==> src/rtl/rsq_pkg.sv <==
// Functional notes
// - Power-on reset on supply rise; delay counts from oscillator start.
// - Start-up timeout is a build choice: 4064 cycles or 2 cycles.
// - Short-startup select forces the 2-cycle timeout on stop exit only.
// - Pin still low after timeout keeps the core in reset until high.
// - Reset clears prescaler, presets counter FFFC, clears compare bits, enables.
// - Reset clears directions, sets stack to 00FF, fetches 1FFE, sets mask.
// - Reset clears stop, external and wait latches; pin reset still times out.
// - Reset disables serial port and clears its enables, role and flags.
// - Reset stops timer oscillator, clears keypad enable, open-drain and short select.
// - Four maskable sources plus one unmaskable software trap.
// - Cleared enable blocks the request but the flag still sets.
// - Flag clears after status access while set, then associated access.
// - Enabled unmasked request taken at instruction end, or at once while waiting; stack, mask, vector.
// - Return from trap restores mask from its stacked value.
// - Priority: reset, trap, external pin, timer, serial, keypad.
// - Vectors: reset 1FFE, software trap 1FFC, external pin 1FFA.
// - Vectors: timer 1FF8, serial 1FF4, keypad 1FF2.
// - External request latched while masked; latch clears early in service.
package rsq_pkg;

	localparam int TMO_LONG_CYC  = 4064;
	localparam int TMO_SHORT_CYC = 2;

	localparam logic [12:0] VEC_RESET  = 13'h1FFE;
	localparam logic [12:0] VEC_SWI    = 13'h1FFC;
	localparam logic [12:0] VEC_EXT    = 13'h1FFA;
	localparam logic [12:0] VEC_TIMER  = 13'h1FF8;
	localparam logic [12:0] VEC_SERIAL = 13'h1FF4;
	localparam logic [12:0] VEC_KEYPAD = 13'h1FF2;
	localparam logic [12:0] SP_RESET   = 13'h00FF;
	localparam logic [15:0] TMR_COUNTER_RESET = 16'hFFFC;
	localparam logic [7:0]  DDR_RESET  = 8'h00;

	localparam int          ADDR_W      = 8;
	localparam logic [7:0]  ADDR_CTRL   = 8'h00;
	localparam logic [7:0]  ADDR_FLAGS  = 8'h04;
	localparam logic [7:0]  ADDR_ACK    = 8'h08;
	localparam logic [7:0]  ADDR_STATUS = 8'h0C;
	localparam logic [31:0] RDATA_NONE  = 32'h0000_0000;

	typedef struct packed {
		logic short_startup_select;
		logic keypad_irq_enable;
		logic port_a_open_drain_select;
		logic port_d_open_drain_select;
		logic ext_timer_osc_enable;
		logic serial_port_enable;
		logic serial_irq_enable;
		logic controller_role_select;
		logic capture_irq_enable;
		logic compare_irq_enable;
		logic overflow_irq_enable;
		logic compare_output_level;
		logic compare_output_bit;
	} rsq_ctrl_t;

	typedef struct packed {
		logic capture_event_flag;
		logic compare_match_flag;
		logic counter_overflow_flag;
		logic transfer_done_flag;
		logic write_collision_flag;
		logic mode_fault_flag;
		logic keypad_port_flag;
	} rsq_flags_t;

	localparam rsq_ctrl_t  CTRL_RESET  = '0;
	localparam rsq_flags_t FLAGS_RESET = '0;
	localparam int CTRL_W  = $bits(rsq_ctrl_t);
	localparam int FLAGS_W = $bits(rsq_flags_t);

	typedef enum logic [5:0] {
		S_OSC      = 6'b00_0001,
		S_RST_TMO  = 6'b00_0010,
		S_HOLD     = 6'b00_0100,
		S_RUN      = 6'b00_1000,
		S_STOP     = 6'b01_0000,
		S_STOP_TMO = 6'b10_0000
	} rsq_state_t;

endpackage

==> src/rtl/rsq_startup_timer.sv <==
module rsq_startup_timer
	import rsq_pkg::*;
#(
	parameter int LONG_CYC  = TMO_LONG_CYC,
	parameter int SHORT_CYC = TMO_SHORT_CYC,
	parameter int CW        = 13
)(
	input  wire logic hclk,
	input  wire logic hresetn,
	input  wire logic start,
	input  wire logic short_sel,
	output logic      busy,
	output logic      done
);

	logic [CW-1:0] cnt;
	logic [CW-1:0] next_cnt;
	logic          next_busy;
	logic          next_done;

	// Done pulses exactly the chosen count of cycles after start
	always_comb
	begin
		next_cnt  = cnt;
		next_busy = busy;
		next_done = 1'b0;
		if (start)
		begin
			next_busy = 1'b1;
			next_cnt  = short_sel ? CW'(SHORT_CYC - 1) : CW'(LONG_CYC - 1);
		end
		else if (busy)
		begin
			if (cnt == '0)
			begin
				next_busy = 1'b0;
				next_done = 1'b1;
			end
			else
				next_cnt = cnt - CW'(1);
		end
	end

	always_ff @(posedge hclk or negedge hresetn)
	begin
		if (!hresetn)
		begin
			cnt  <= '0;
			busy <= 1'b0;
			done <= 1'b0;
		end
		else
		begin
			cnt  <= next_cnt;
			busy <= next_busy;
			done <= next_done;
		end
	end

endmodule

==> src/rtl/rsq_top.sv <==
// The register addresses and the AHB-Lite register port were left to the implementer.
module rsq_top
	import rsq_pkg::*;
#(
	parameter bit LONG_STARTUP = 1'b1,
	parameter bit LEVEL_IRQ    = 1'b1,
	parameter int LONG_CYC     = TMO_LONG_CYC
)(
	input  wire logic        hclk,
	input  wire logic        hresetn,
	input  wire logic        hsel,
	input  wire logic [31:0] haddr,
	input  wire logic [1:0]  htrans,
	input  wire logic        hwrite,
	input  wire logic [2:0]  hsize,
	input  wire logic [31:0] hwdata,
	input  wire logic        hready,
	output logic             hreadyout,
	output logic [31:0]      hrdata,
	output logic             hresp,
	input  wire logic        ext_reset_n,
	input  wire logic        irq_n,
	input  wire logic        osc_active,
	input  wire rsq_flags_t  periph_events,
	input  wire logic        insn_boundary,
	input  wire logic        swi_exec,
	input  wire logic        rti_exec,
	input  wire logic        rti_stacked_i,
	input  wire logic        stop_enter,
	input  wire logic        wait_enter,
	output logic             core_reset,
	output logic             i_mask,
	output logic             irq_take,
	output logic [12:0]      irq_vector,
	output logic             core_sleep,
	output logic [12:0]      stack_ptr_init,
	output logic [15:0]      tmr_counter_preset,
	output logic [7:0]       ddr_preset,
	output rsq_ctrl_t        ctrl,
	output rsq_flags_t       flags
);

	////////////////////////////////////////////////////////////////////////
	// Sequencer state

	rsq_state_t  state, next_state;
	logic        ext_latch, next_ext_latch;
	logic        stop_latch, next_stop_latch;
	logic        wait_latch, next_wait_latch;
	logic        next_core_reset, next_i_mask, next_irq_take;
	logic [12:0] next_irq_vector;
	logic        irq_q, tmo_short, next_tmo_short;
	logic        tmr_start, tmr_short, tmr_busy, tmr_done;
	logic        irq_edge, timer_req, serial_req, keypad_req, stop_wake;
	logic        req_any;
	logic [12:0] req_vec;

	// Highest maskable request wins; trap and reset are handled outside
	function automatic logic [13:0] pick_request(input logic ext,
		input logic tmr, input logic ser, input logic key);
		if (ext)
			return {1'b1, VEC_EXT};
		else if (tmr)
			return {1'b1, VEC_TIMER};
		else if (ser)
			return {1'b1, VEC_SERIAL};
		else if (key)
			return {1'b1, VEC_KEYPAD};
		return {1'b0, VEC_RESET};
	endfunction

	rsq_startup_timer #(
		.LONG_CYC  (LONG_CYC),
		.SHORT_CYC (TMO_SHORT_CYC),
		.CW        (13)
	) u_timer (
		.hclk      (hclk),
		.hresetn   (hresetn),
		.start     (tmr_start),
		.short_sel (tmr_short),
		.busy      (tmr_busy),
		.done      (tmr_done)
	);

	always_comb
	begin
		next_state      = state;
		next_i_mask     = i_mask;
		next_ext_latch  = ext_latch;
		next_stop_latch = stop_latch;
		next_wait_latch = wait_latch;
		next_irq_take   = 1'b0;
		next_irq_vector = irq_vector;
		tmr_start       = 1'b0;
		tmr_short       = !LONG_STARTUP;
		// Level option keeps re-latching while a wired-OR line stays low
		irq_edge   = LEVEL_IRQ ? !irq_n : (irq_q && !irq_n);
		timer_req  = (flags.capture_event_flag && ctrl.capture_irq_enable)
			|| (flags.compare_match_flag && ctrl.compare_irq_enable)
			|| (flags.counter_overflow_flag && ctrl.overflow_irq_enable);
		serial_req = (flags.transfer_done_flag || flags.mode_fault_flag)
			&& ctrl.serial_irq_enable;
		keypad_req = flags.keypad_port_flag && ctrl.keypad_irq_enable;
		{req_any, req_vec} = pick_request(ext_latch, timer_req,
			serial_req, keypad_req);
		// Timer wakes stop only when it runs from its own oscillator
		stop_wake = ext_latch || irq_edge || keypad_req
			|| (timer_req && ctrl.ext_timer_osc_enable);
		case (state)
			S_OSC:
				if (osc_active)
				begin
					tmr_start  = 1'b1;
					next_state = S_RST_TMO;
				end
			S_RST_TMO:
				if (tmr_done)
					next_state = ext_reset_n ? S_RUN : S_HOLD;
			S_HOLD:
				if (ext_reset_n)
					next_state = S_RUN;
			S_RUN:
				if (stop_enter)
				begin
					next_stop_latch = 1'b1;
					next_state      = S_STOP;
				end
				else if (rti_exec)
					next_i_mask = rti_stacked_i;
				else if (insn_boundary && swi_exec)
				begin
					next_irq_take   = 1'b1;
					next_irq_vector = VEC_SWI;
					next_i_mask     = 1'b1;
					next_wait_latch = 1'b0;
				end
				else if ((insn_boundary || wait_latch) && !i_mask && req_any)
				begin
					next_irq_take   = 1'b1;
					next_irq_vector = req_vec;
					next_i_mask     = 1'b1;
					next_wait_latch = 1'b0;
					if (req_vec == VEC_EXT)
						next_ext_latch = 1'b0;
				end
				else if (wait_enter)
					next_wait_latch = 1'b1;
			S_STOP:
				if (stop_wake)
				begin
					tmr_start  = 1'b1;
					tmr_short  = ctrl.short_startup_select || !LONG_STARTUP;
					next_state = S_STOP_TMO;
				end
			S_STOP_TMO:
				if (tmr_done)
				begin
					next_stop_latch = 1'b0;
					next_state      = S_RUN;
				end
			default:
				next_state = S_OSC;
		endcase
		// A new edge in the clearing cycle survives
		if (irq_edge)
			next_ext_latch = 1'b1;
		// Pin reset restarts the timeout; ignored during oscillator start, while the
		// reset timeout runs or the core is already held waiting for the pin to rise
		if (!ext_reset_n && state != S_OSC && state != S_RST_TMO
			&& state != S_HOLD)
		begin
			tmr_start  = 1'b1;
			tmr_short  = !LONG_STARTUP;
			next_state = S_RST_TMO;
		end
		next_tmo_short  = tmr_start ? tmr_short : tmo_short;
		next_core_reset = next_state == S_OSC || next_state == S_RST_TMO
			|| next_state == S_HOLD;
		if (!ext_reset_n || next_core_reset)
		begin
			next_i_mask     = 1'b1;
			next_irq_vector = VEC_RESET;
			next_irq_take   = 1'b0;
			next_ext_latch  = 1'b0;
			next_stop_latch = 1'b0;
			next_wait_latch = 1'b0;
		end
	end

	always_ff @(posedge hclk or negedge hresetn)
	begin
		if (!hresetn)
		begin
			state      <= S_OSC;
			core_reset <= 1'b1;
			i_mask     <= 1'b1;
			irq_take   <= 1'b0;
			irq_vector <= VEC_RESET;
			ext_latch  <= 1'b0;
			stop_latch <= 1'b0;
			wait_latch <= 1'b0;
			core_sleep <= 1'b0;
			irq_q      <= 1'b1;
			tmo_short  <= 1'b0;
		end
		else
		begin
			state      <= next_state;
			core_reset <= next_core_reset;
			i_mask     <= next_i_mask;
			irq_take   <= next_irq_take;
			irq_vector <= next_irq_vector;
			ext_latch  <= next_ext_latch;
			stop_latch <= next_stop_latch;
			wait_latch <= next_wait_latch;
			core_sleep <= next_stop_latch || next_wait_latch;
			irq_q      <= irq_n;
			tmo_short  <= next_tmo_short;
		end
	end

	// Constant presets that the core and peripherals load under core_reset
	always_ff @(posedge hclk or negedge hresetn)
	begin
		if (!hresetn)
		begin
			stack_ptr_init     <= SP_RESET;
			tmr_counter_preset <= TMR_COUNTER_RESET;
			ddr_preset         <= DDR_RESET;
		end
		else
		begin
			stack_ptr_init     <= SP_RESET;
			tmr_counter_preset <= TMR_COUNTER_RESET;
			ddr_preset         <= DDR_RESET;
		end
	end

	////////////////////////////////////////////////////////////////////////
	// AHB-Lite slave, zero wait states

	logic              dp_write, next_dp_write;
	logic [ADDR_W-1:0] dp_addr, next_dp_addr;
	logic              ap;
	rsq_ctrl_t         next_ctrl;
	rsq_flags_t        next_flags, armed, next_armed;
	logic [31:0]       next_hrdata;

	always_comb
	begin
		ap            = hsel && hready && htrans[1];
		next_dp_write = ap && hwrite;
		next_dp_addr  = haddr[ADDR_W-1:0];
		next_ctrl     = ctrl;
		next_flags    = flags;
		next_armed    = armed;
		next_hrdata   = RDATA_NONE;
		if (dp_write && dp_addr == ADDR_CTRL)
		begin
			next_ctrl = rsq_ctrl_t'(hwdata[CTRL_W-1:0]);
			// Timer oscillator, once started, stays until reset
			next_ctrl.ext_timer_osc_enable = ctrl.ext_timer_osc_enable
				|| hwdata[CTRL_W-5];
		end
		if (ap && !hwrite)
			case (haddr[ADDR_W-1:0])
				ADDR_CTRL:   next_hrdata = 32'(ctrl);
				ADDR_FLAGS:  next_hrdata = 32'(flags);
				ADDR_STATUS: next_hrdata = 32'({tmr_busy, core_reset,
					wait_latch, stop_latch, ext_latch, i_mask, state});
				default:     next_hrdata = RDATA_NONE;
			endcase
		if (ap && !hwrite && haddr[ADDR_W-1:0] == ADDR_FLAGS)
			next_armed = flags;
		else if (ap && haddr[ADDR_W-1:0] == ADDR_ACK)
		begin
			next_flags = flags & ~armed;
			next_armed = FLAGS_RESET;
		end
		// Events set flags even with enables clear; set beats clear
		next_flags = next_flags | periph_events;
		if (!ext_reset_n || core_reset)
		begin
			next_ctrl  = CTRL_RESET;
			next_flags = FLAGS_RESET;
			next_armed = FLAGS_RESET;
		end
	end

	always_ff @(posedge hclk or negedge hresetn)
	begin
		if (!hresetn)
		begin
			dp_write  <= 1'b0;
			dp_addr   <= ADDR_CTRL;
			ctrl      <= CTRL_RESET;
			flags     <= FLAGS_RESET;
			armed     <= FLAGS_RESET;
			hrdata    <= RDATA_NONE;
			hreadyout <= 1'b1;
			hresp     <= 1'b0;
		end
		else
		begin
			dp_write  <= next_dp_write;
			dp_addr   <= next_dp_addr;
			ctrl      <= next_ctrl;
			flags     <= next_flags;
			armed     <= next_armed;
			hrdata    <= next_hrdata;
			hreadyout <= 1'b1;
			hresp     <= 1'b0;
		end
	end

	////////////////////////////////////////////////////////////////////////
	// Checks

	logic [12:0] tmo_cnt;
	always_ff @(posedge hclk or negedge hresetn)
	begin
		if (!hresetn)
			tmo_cnt <= '0;
		else if (state == S_RST_TMO || state == S_STOP_TMO)
			tmo_cnt <= tmo_cnt + 13'h0001;
		else
			tmo_cnt <= '0;
	end
endmodule

==> config.mk <==
export PLATFORM = sky130hd
export DESIGN_NAME = rsq_top
export DESIGN_NICKNAME = d
export VERILOG_FILES = /design/src/rtl/rsq_pkg.sv /design/src/rtl/rsq_startup_timer.sv /design/src/rtl/rsq_top.sv
export SDC_FILE = /design/constraint.sdc
export NUM_CORES = 1
export LEC_CHECK = 0
export ABC_CLOCK_PERIOD_IN_PS = 3800
export BUFFER_PORTS_ARGS = -buffer_cell sky130_fd_sc_hd__buf_2
export CAP_MARGIN = 20
export CORE_UTILIZATION = 51
export DETAILED_ROUTE_END_ITERATION = 8
export GPL_ROUTABILITY_DRIVEN = 0
export PLACE_DENSITY = 0.86
export SYNTH_ARGS = -nofsm -noshare
export SYNTH_HDL_FRONTEND = slang
export SYNTH_SLANG_ARGS = --single-unit
==> constraint.sdc <==
create_clock -name hclk -period 3.8 [get_ports hclk]
set_input_delay 0.95 -clock hclk [delete_from_list [all_inputs] [get_ports hclk]]
set_output_delay 0.95 -clock hclk [all_outputs]
set_load 0.01 [all_outputs]
Word level (Yosys, flattened, before mapping). Index checks and enable logic that the tools add are counted.

Logic and storage cells: 202. Bits of input ports: 90. Bits in registers: 109. Output and inout bits: 108.

$add $sub $neg: 1. Reduce and logical (&&, ||, !) cells: 49. Multiplexer cells: 82. Eq/ne operators: 25. Bitwise gates (word level): 3.

Operator list (number): $mux W13 (12); $mux W14 (5); $mux W1 (46); $mux W6 (7); $mux W7 (6); $pmux W13 S3 (1); $pmux W6 S6 (1); $logic_and A1 B1 Y1 (19); $eq A8 B4 Y1 const B (2); $logic_not A8 Y1 (2); $eq A13 B13 Y1 const B (1); $logic_not A13 Y1 (1); $logic_or A1 B1 Y1 (13); $sub A13 B1 Y13 const B (1); $eq A6 B1 Y1 const B (2); $eq A6 B2 Y1 const B (2); $eq A6 B3 Y1 const B (2); $mux W12 (1); $ne A3 B1 Y1 const B (3); $ne A3 B2 Y1 const B (3); $eq A8 B3 Y1 const B (1); $and A7 B7 Y7 (1); $not A7 Y7 (1); $or A7 B7 Y7 (1); other kinds (18) (26).

Longest topological paths before layout.
Word-level depth: 15. Mapped depth: 7.

Cells and area by module. A second synthesis with hierarchy kept.

Cells, all modules: 468. Area, all modules: 4326.6 um^2.

By module, submodules not included: rsq_top (cells each 371, seq. area each 1634.1 um^2, times used 1, area an instance 3429.5 um^2); rsq_startup_timer (cells each 97, seq. area each 375.4 um^2, times used 1, area an instance 897.1 um^2).

Least setup slack after synthesis. Ideal clock, no wire load.

Kind: input-to-reg. From: input haddr[5]. To: register hrdata[5]. Path buffers: 2. Stages on the path: 6. Slack: 944 ps. Data arrival time: 2784 ps. Data required time: 3728 ps. Setup time: 72 ps. Cells stage by stage: or4_4 or4_4 buf_6 or4b_1 buf_2 nor2_1.

Cells in the longest elaborated chain, start to end: 3.

RTL lines: start: declaration (RTL line rsq_top.sv:12) `input wire logic [31:0] haddr,`; $eq A8 B4 Y1 (tied with other cells) (RTL line rsq_top.sv:266) `case (haddr[ADDR_W-1:0])`; $pmux W13 S3 (*) (RTL line rsq_top.sv:266); $mux W13 (*) (RTL line rsq_top.sv:265) `if (ap && !hwrite)`; net next_hrdata[5] (RTL line rsq_top.sv:247) `logic [31:0] next_hrdata;`; end signal: assignment (RTL line rsq_top.sv:310) `hrdata <= next_hrdata;`; end: declaration (RTL line rsq_top.sv:19) `output logic [31:0] hrdata,`.

Mark *: on every way through the listed nets, which the timed path passes. The rest lies on a longest branch. A chain may end at the register's enable or synchronous reset.

Worst setup path after layout.
From: input haddr[5]. To: register armed[6] (netlist bit).

Cells in the longest elaborated chain, start to end: 4.

RTL lines: $eq A8 B3 Y1 (RTL line rsq_top.sv:273) `if (ap && !hwrite && haddr[ADDR_W-1:0] == ADDR_FLAGS)`; $logic_and A1 B1 Y1 (RTL line rsq_top.sv:273); $mux W7 (RTL line rsq_top.sv:273); $mux W7 (RTL line rsq_top.sv:282) `if (!ext_reset_n || core_reset)`; end signal: assignment (RTL line rsq_top.sv:309) `armed <= next_armed;`; end: declaration (RTL line rsq_top.sv:246) `rsq_flags_t next_flags, armed, next_armed;`.

Parallel ways exist; a longest one is shown, timed or not.

==> reports/results.txt <==
status = finished with violations
violated checks = DRC
count of state elements after synthesis = 80
DP Cell Count = 627
mean area per synthesized cell = 9.33 µm²
Netlist Area Pre-Place = 4290 µm²
EDFF count, synth = 0
CTS H-tree lvls = 3
Sink Count = 80
commonest cells in the netlist = dfrtp_1 (74), buf_4 (68), nor2_1 (49), a21oi_1 (44), nand2_1 (41)
Leak Pwr = 2.29 nW
worst hold margin = 0.510 ns
CP cell instances = buf_2 -> or4_4 -> or4_4 -> nor3b_1 -> nor2b_1 -> a22o_1
I/O Buffers = 82
fin area = 4760 µm²
top cell type's share of synthesized area = 0.431
Worst-path clk slew = 0.08 ns
vias in the first global route = 3274
first-pass GRT wire length = 15.3 mm
all-layer global routing usage = 0.227
Hold WC Path Type = reg -> reg
Largest stage delay, worst path = 0.58 ns
WL met3 = 711 µm
# Max-Cap Violations = 0
placed inst area = 4510 µm²
initial antenna violation count = 0
die outline width = 93.7 µm
RSZ-0062 raised after global routing = no
clk buf depth = 2
Avg WL per Cell = 14.7 µm
DR vias = 3533
Syn-to-layout area delta = 10.9%
Final ANT Viol Nets = 0
max layer used = met4
final setup margin = 0.850 ns
drc violations = 2
Worst Skew = 0.0102 ns
Crit Path Max Fanout = 8
DIE HEIGHT = 93.7 µm
HPWL Detailed = 6.87 mm
pre-CTS setup slack = 0.545 ns
final std cells w/o fill = 643
fin nets = 624
Placeable Area = 8180 µm²
startpoint types = input port
setup bufs post-CTS = 0
Crit-path slowest cell = or4_4
Top cell by count, worst path = or4_4
Final Util = 0.582
Peak VDD IR = 0.276 mV
final count of negative-setup-slack endpoints = 0
biggest area consumer among synthesized cells = dfrtp_1
FP Rows = 33
antenna cell count = 0
top-count cell post-synth = dfrtp_1
Initial Util = 0.525
post-CTS resize count = 0
Gate Count Post-Synth = 460
CTS buffer count = 9
Worst Path Class, Setup = in -> reg
Crit. End Element = flip-flop
DR pass1 iterations = 7
worst-margin pin slew = 0.964 ns
predominant post-synthesis flop cell = dfrtp_1
Pwr per Cell Area = 478 nW/µm²
Max Clock Freq = 0.339 GHz
drt total wl = 9.45 mm
met1 wire length = 3.76 mm
post-synthesis cell type count = 58
Synth warnings = 0
Pins Over Slew Limit = 0
Die Area = 8790 µm²
top post-synthesis cells by area = dfrtp_1 (43%), buf_4 (12%), a21oi_1 (5.1%), nor2_1 (4.3%), dfstp_2 (3.7%)
Power Total = 2.28 mW
Tcrit/Tclk final = 0.776
Root Buffer = clkbuf_8
sequential share of the synthesized area = 0.468
CTS tree = built
drt first-iter violations = 316
worst skew pair latency = 0.35 ns
Post-Route Setup TNS = 0 ns
DR WL met2 = 4.71 mm
total gr overflow = 0
largest net degree at the start of global routing = 81
vias per cell = 5.49
Synth async-reset ratio = 1.00
Rel. slew slack = 0.357
Arrival @ worst endpoint = 3.23 ns
CTS Hold Bufs = 0
I/O pin cnt = 198
Final Hold Viols = 0
layout cell share with drive strength beyond 1 = 0.221
fin crit period = 2.95 ns
WP data required = 4.08 ns
-- logic make-up after synthesis --
| family | count (synthesis) | synth area share |
|---|---|---|
| simple gates | 153 | 0.175 |
| buf+inv | 104 | 0.153 |
| compound gates | 102 | 0.159 |
| flops | 80 | 0.468 |
| xor+xnor | 9 | 0.0184 |
| mux | 9 | 0.0213 |
| other cells | 2 | 0.00175 |
| fa+ha+maj | 1 | 0.00291 |
-- power by group --
| part | internal [mW] | switching (mW) | leakage [nW] |
|---|---|---|---|
| Clock | 0.444 | 0.322 | 0.125 |
| Sequential | 0.922 | 0.0752 | 1.02 |
| Combinational | 0.195 | 0.319 | 1.14 |
| Total | 1.56 | 0.716 | 2.29 |
-- path summary, 6_finish.rpt --
kind | from | endpoint | slack [ns] | depth (start not counted)
hold reg to reg | irq_vector[2] | irq_vector[2] | 0.51 | 2
max in group asynchronous | hresetn | ctrl[7] | 2.44 | 1
setup / recovery | haddr[5] | armed[6] | 0.85 | 6
min in group asynchronous | hresetn | ctrl[3] | 0.76 | 1
setup reg to reg | state[5] | ext_latch | 1.22 | 5
hold / removal | irq_vector[2] | irq_vector[2] | 0.51 | 2
-- metal layers --
metal	vias up	GRT usage
li1	1606	-
met1	1699	0.273
met2	200	0.391
met3	28	0.0461
met4	0	0.100
met5	-	0
-- worst max-delay path, delay by kind of cell --
kind	cells	cell delay, ns
simple gates	4	1.94
compound gates	1	0.23
buf+inv	1	0.10
-- registers in the layout, indices dropped and copies added, names as in the netlist --
| signal | count |
|---|---|
| dp_write | 1 |
| wait_latch | 1 |
| dp_addr | 8 |
| u_timer.cnt | 13 |
| u_timer.busy | 1 |
| core_sleep | 1 |
| state | 6 |
| i_mask | 1 |
| flags | 7 |
| irq_take | 1 |
| ctrl | 13 |
| stop_latch | 1 |
| core_reset | 1 |
| armed | 7 |
| ext_latch | 1 |
| irq_vector | 3 |
| u_timer.done | 1 |
| hrdata | 13 |
-- cells in the final DEF, fill, tap and decap left out, drive strengths merged, types with 8 or more instances in the layout --
cell type / instances
nand3: 9
buf: 87
mux2i: 8
a21oi: 44
nor2: 49
nand2: 41
dfrtp: 74
nor3: 10
o21ai: 10
clkbuf: 9
inv: 16
conb: 68
-- final cells by class --
class,count,area (µm²)
well taps,105,131
fillers,714,3410
multi-input cells,342,1870
clock buffers,9,124
repair buffers,87,450
clock inverters,7,125
flip-flops and latches,80,2010
inverters,13,48.8
Power figures use the tool's default switching activity.
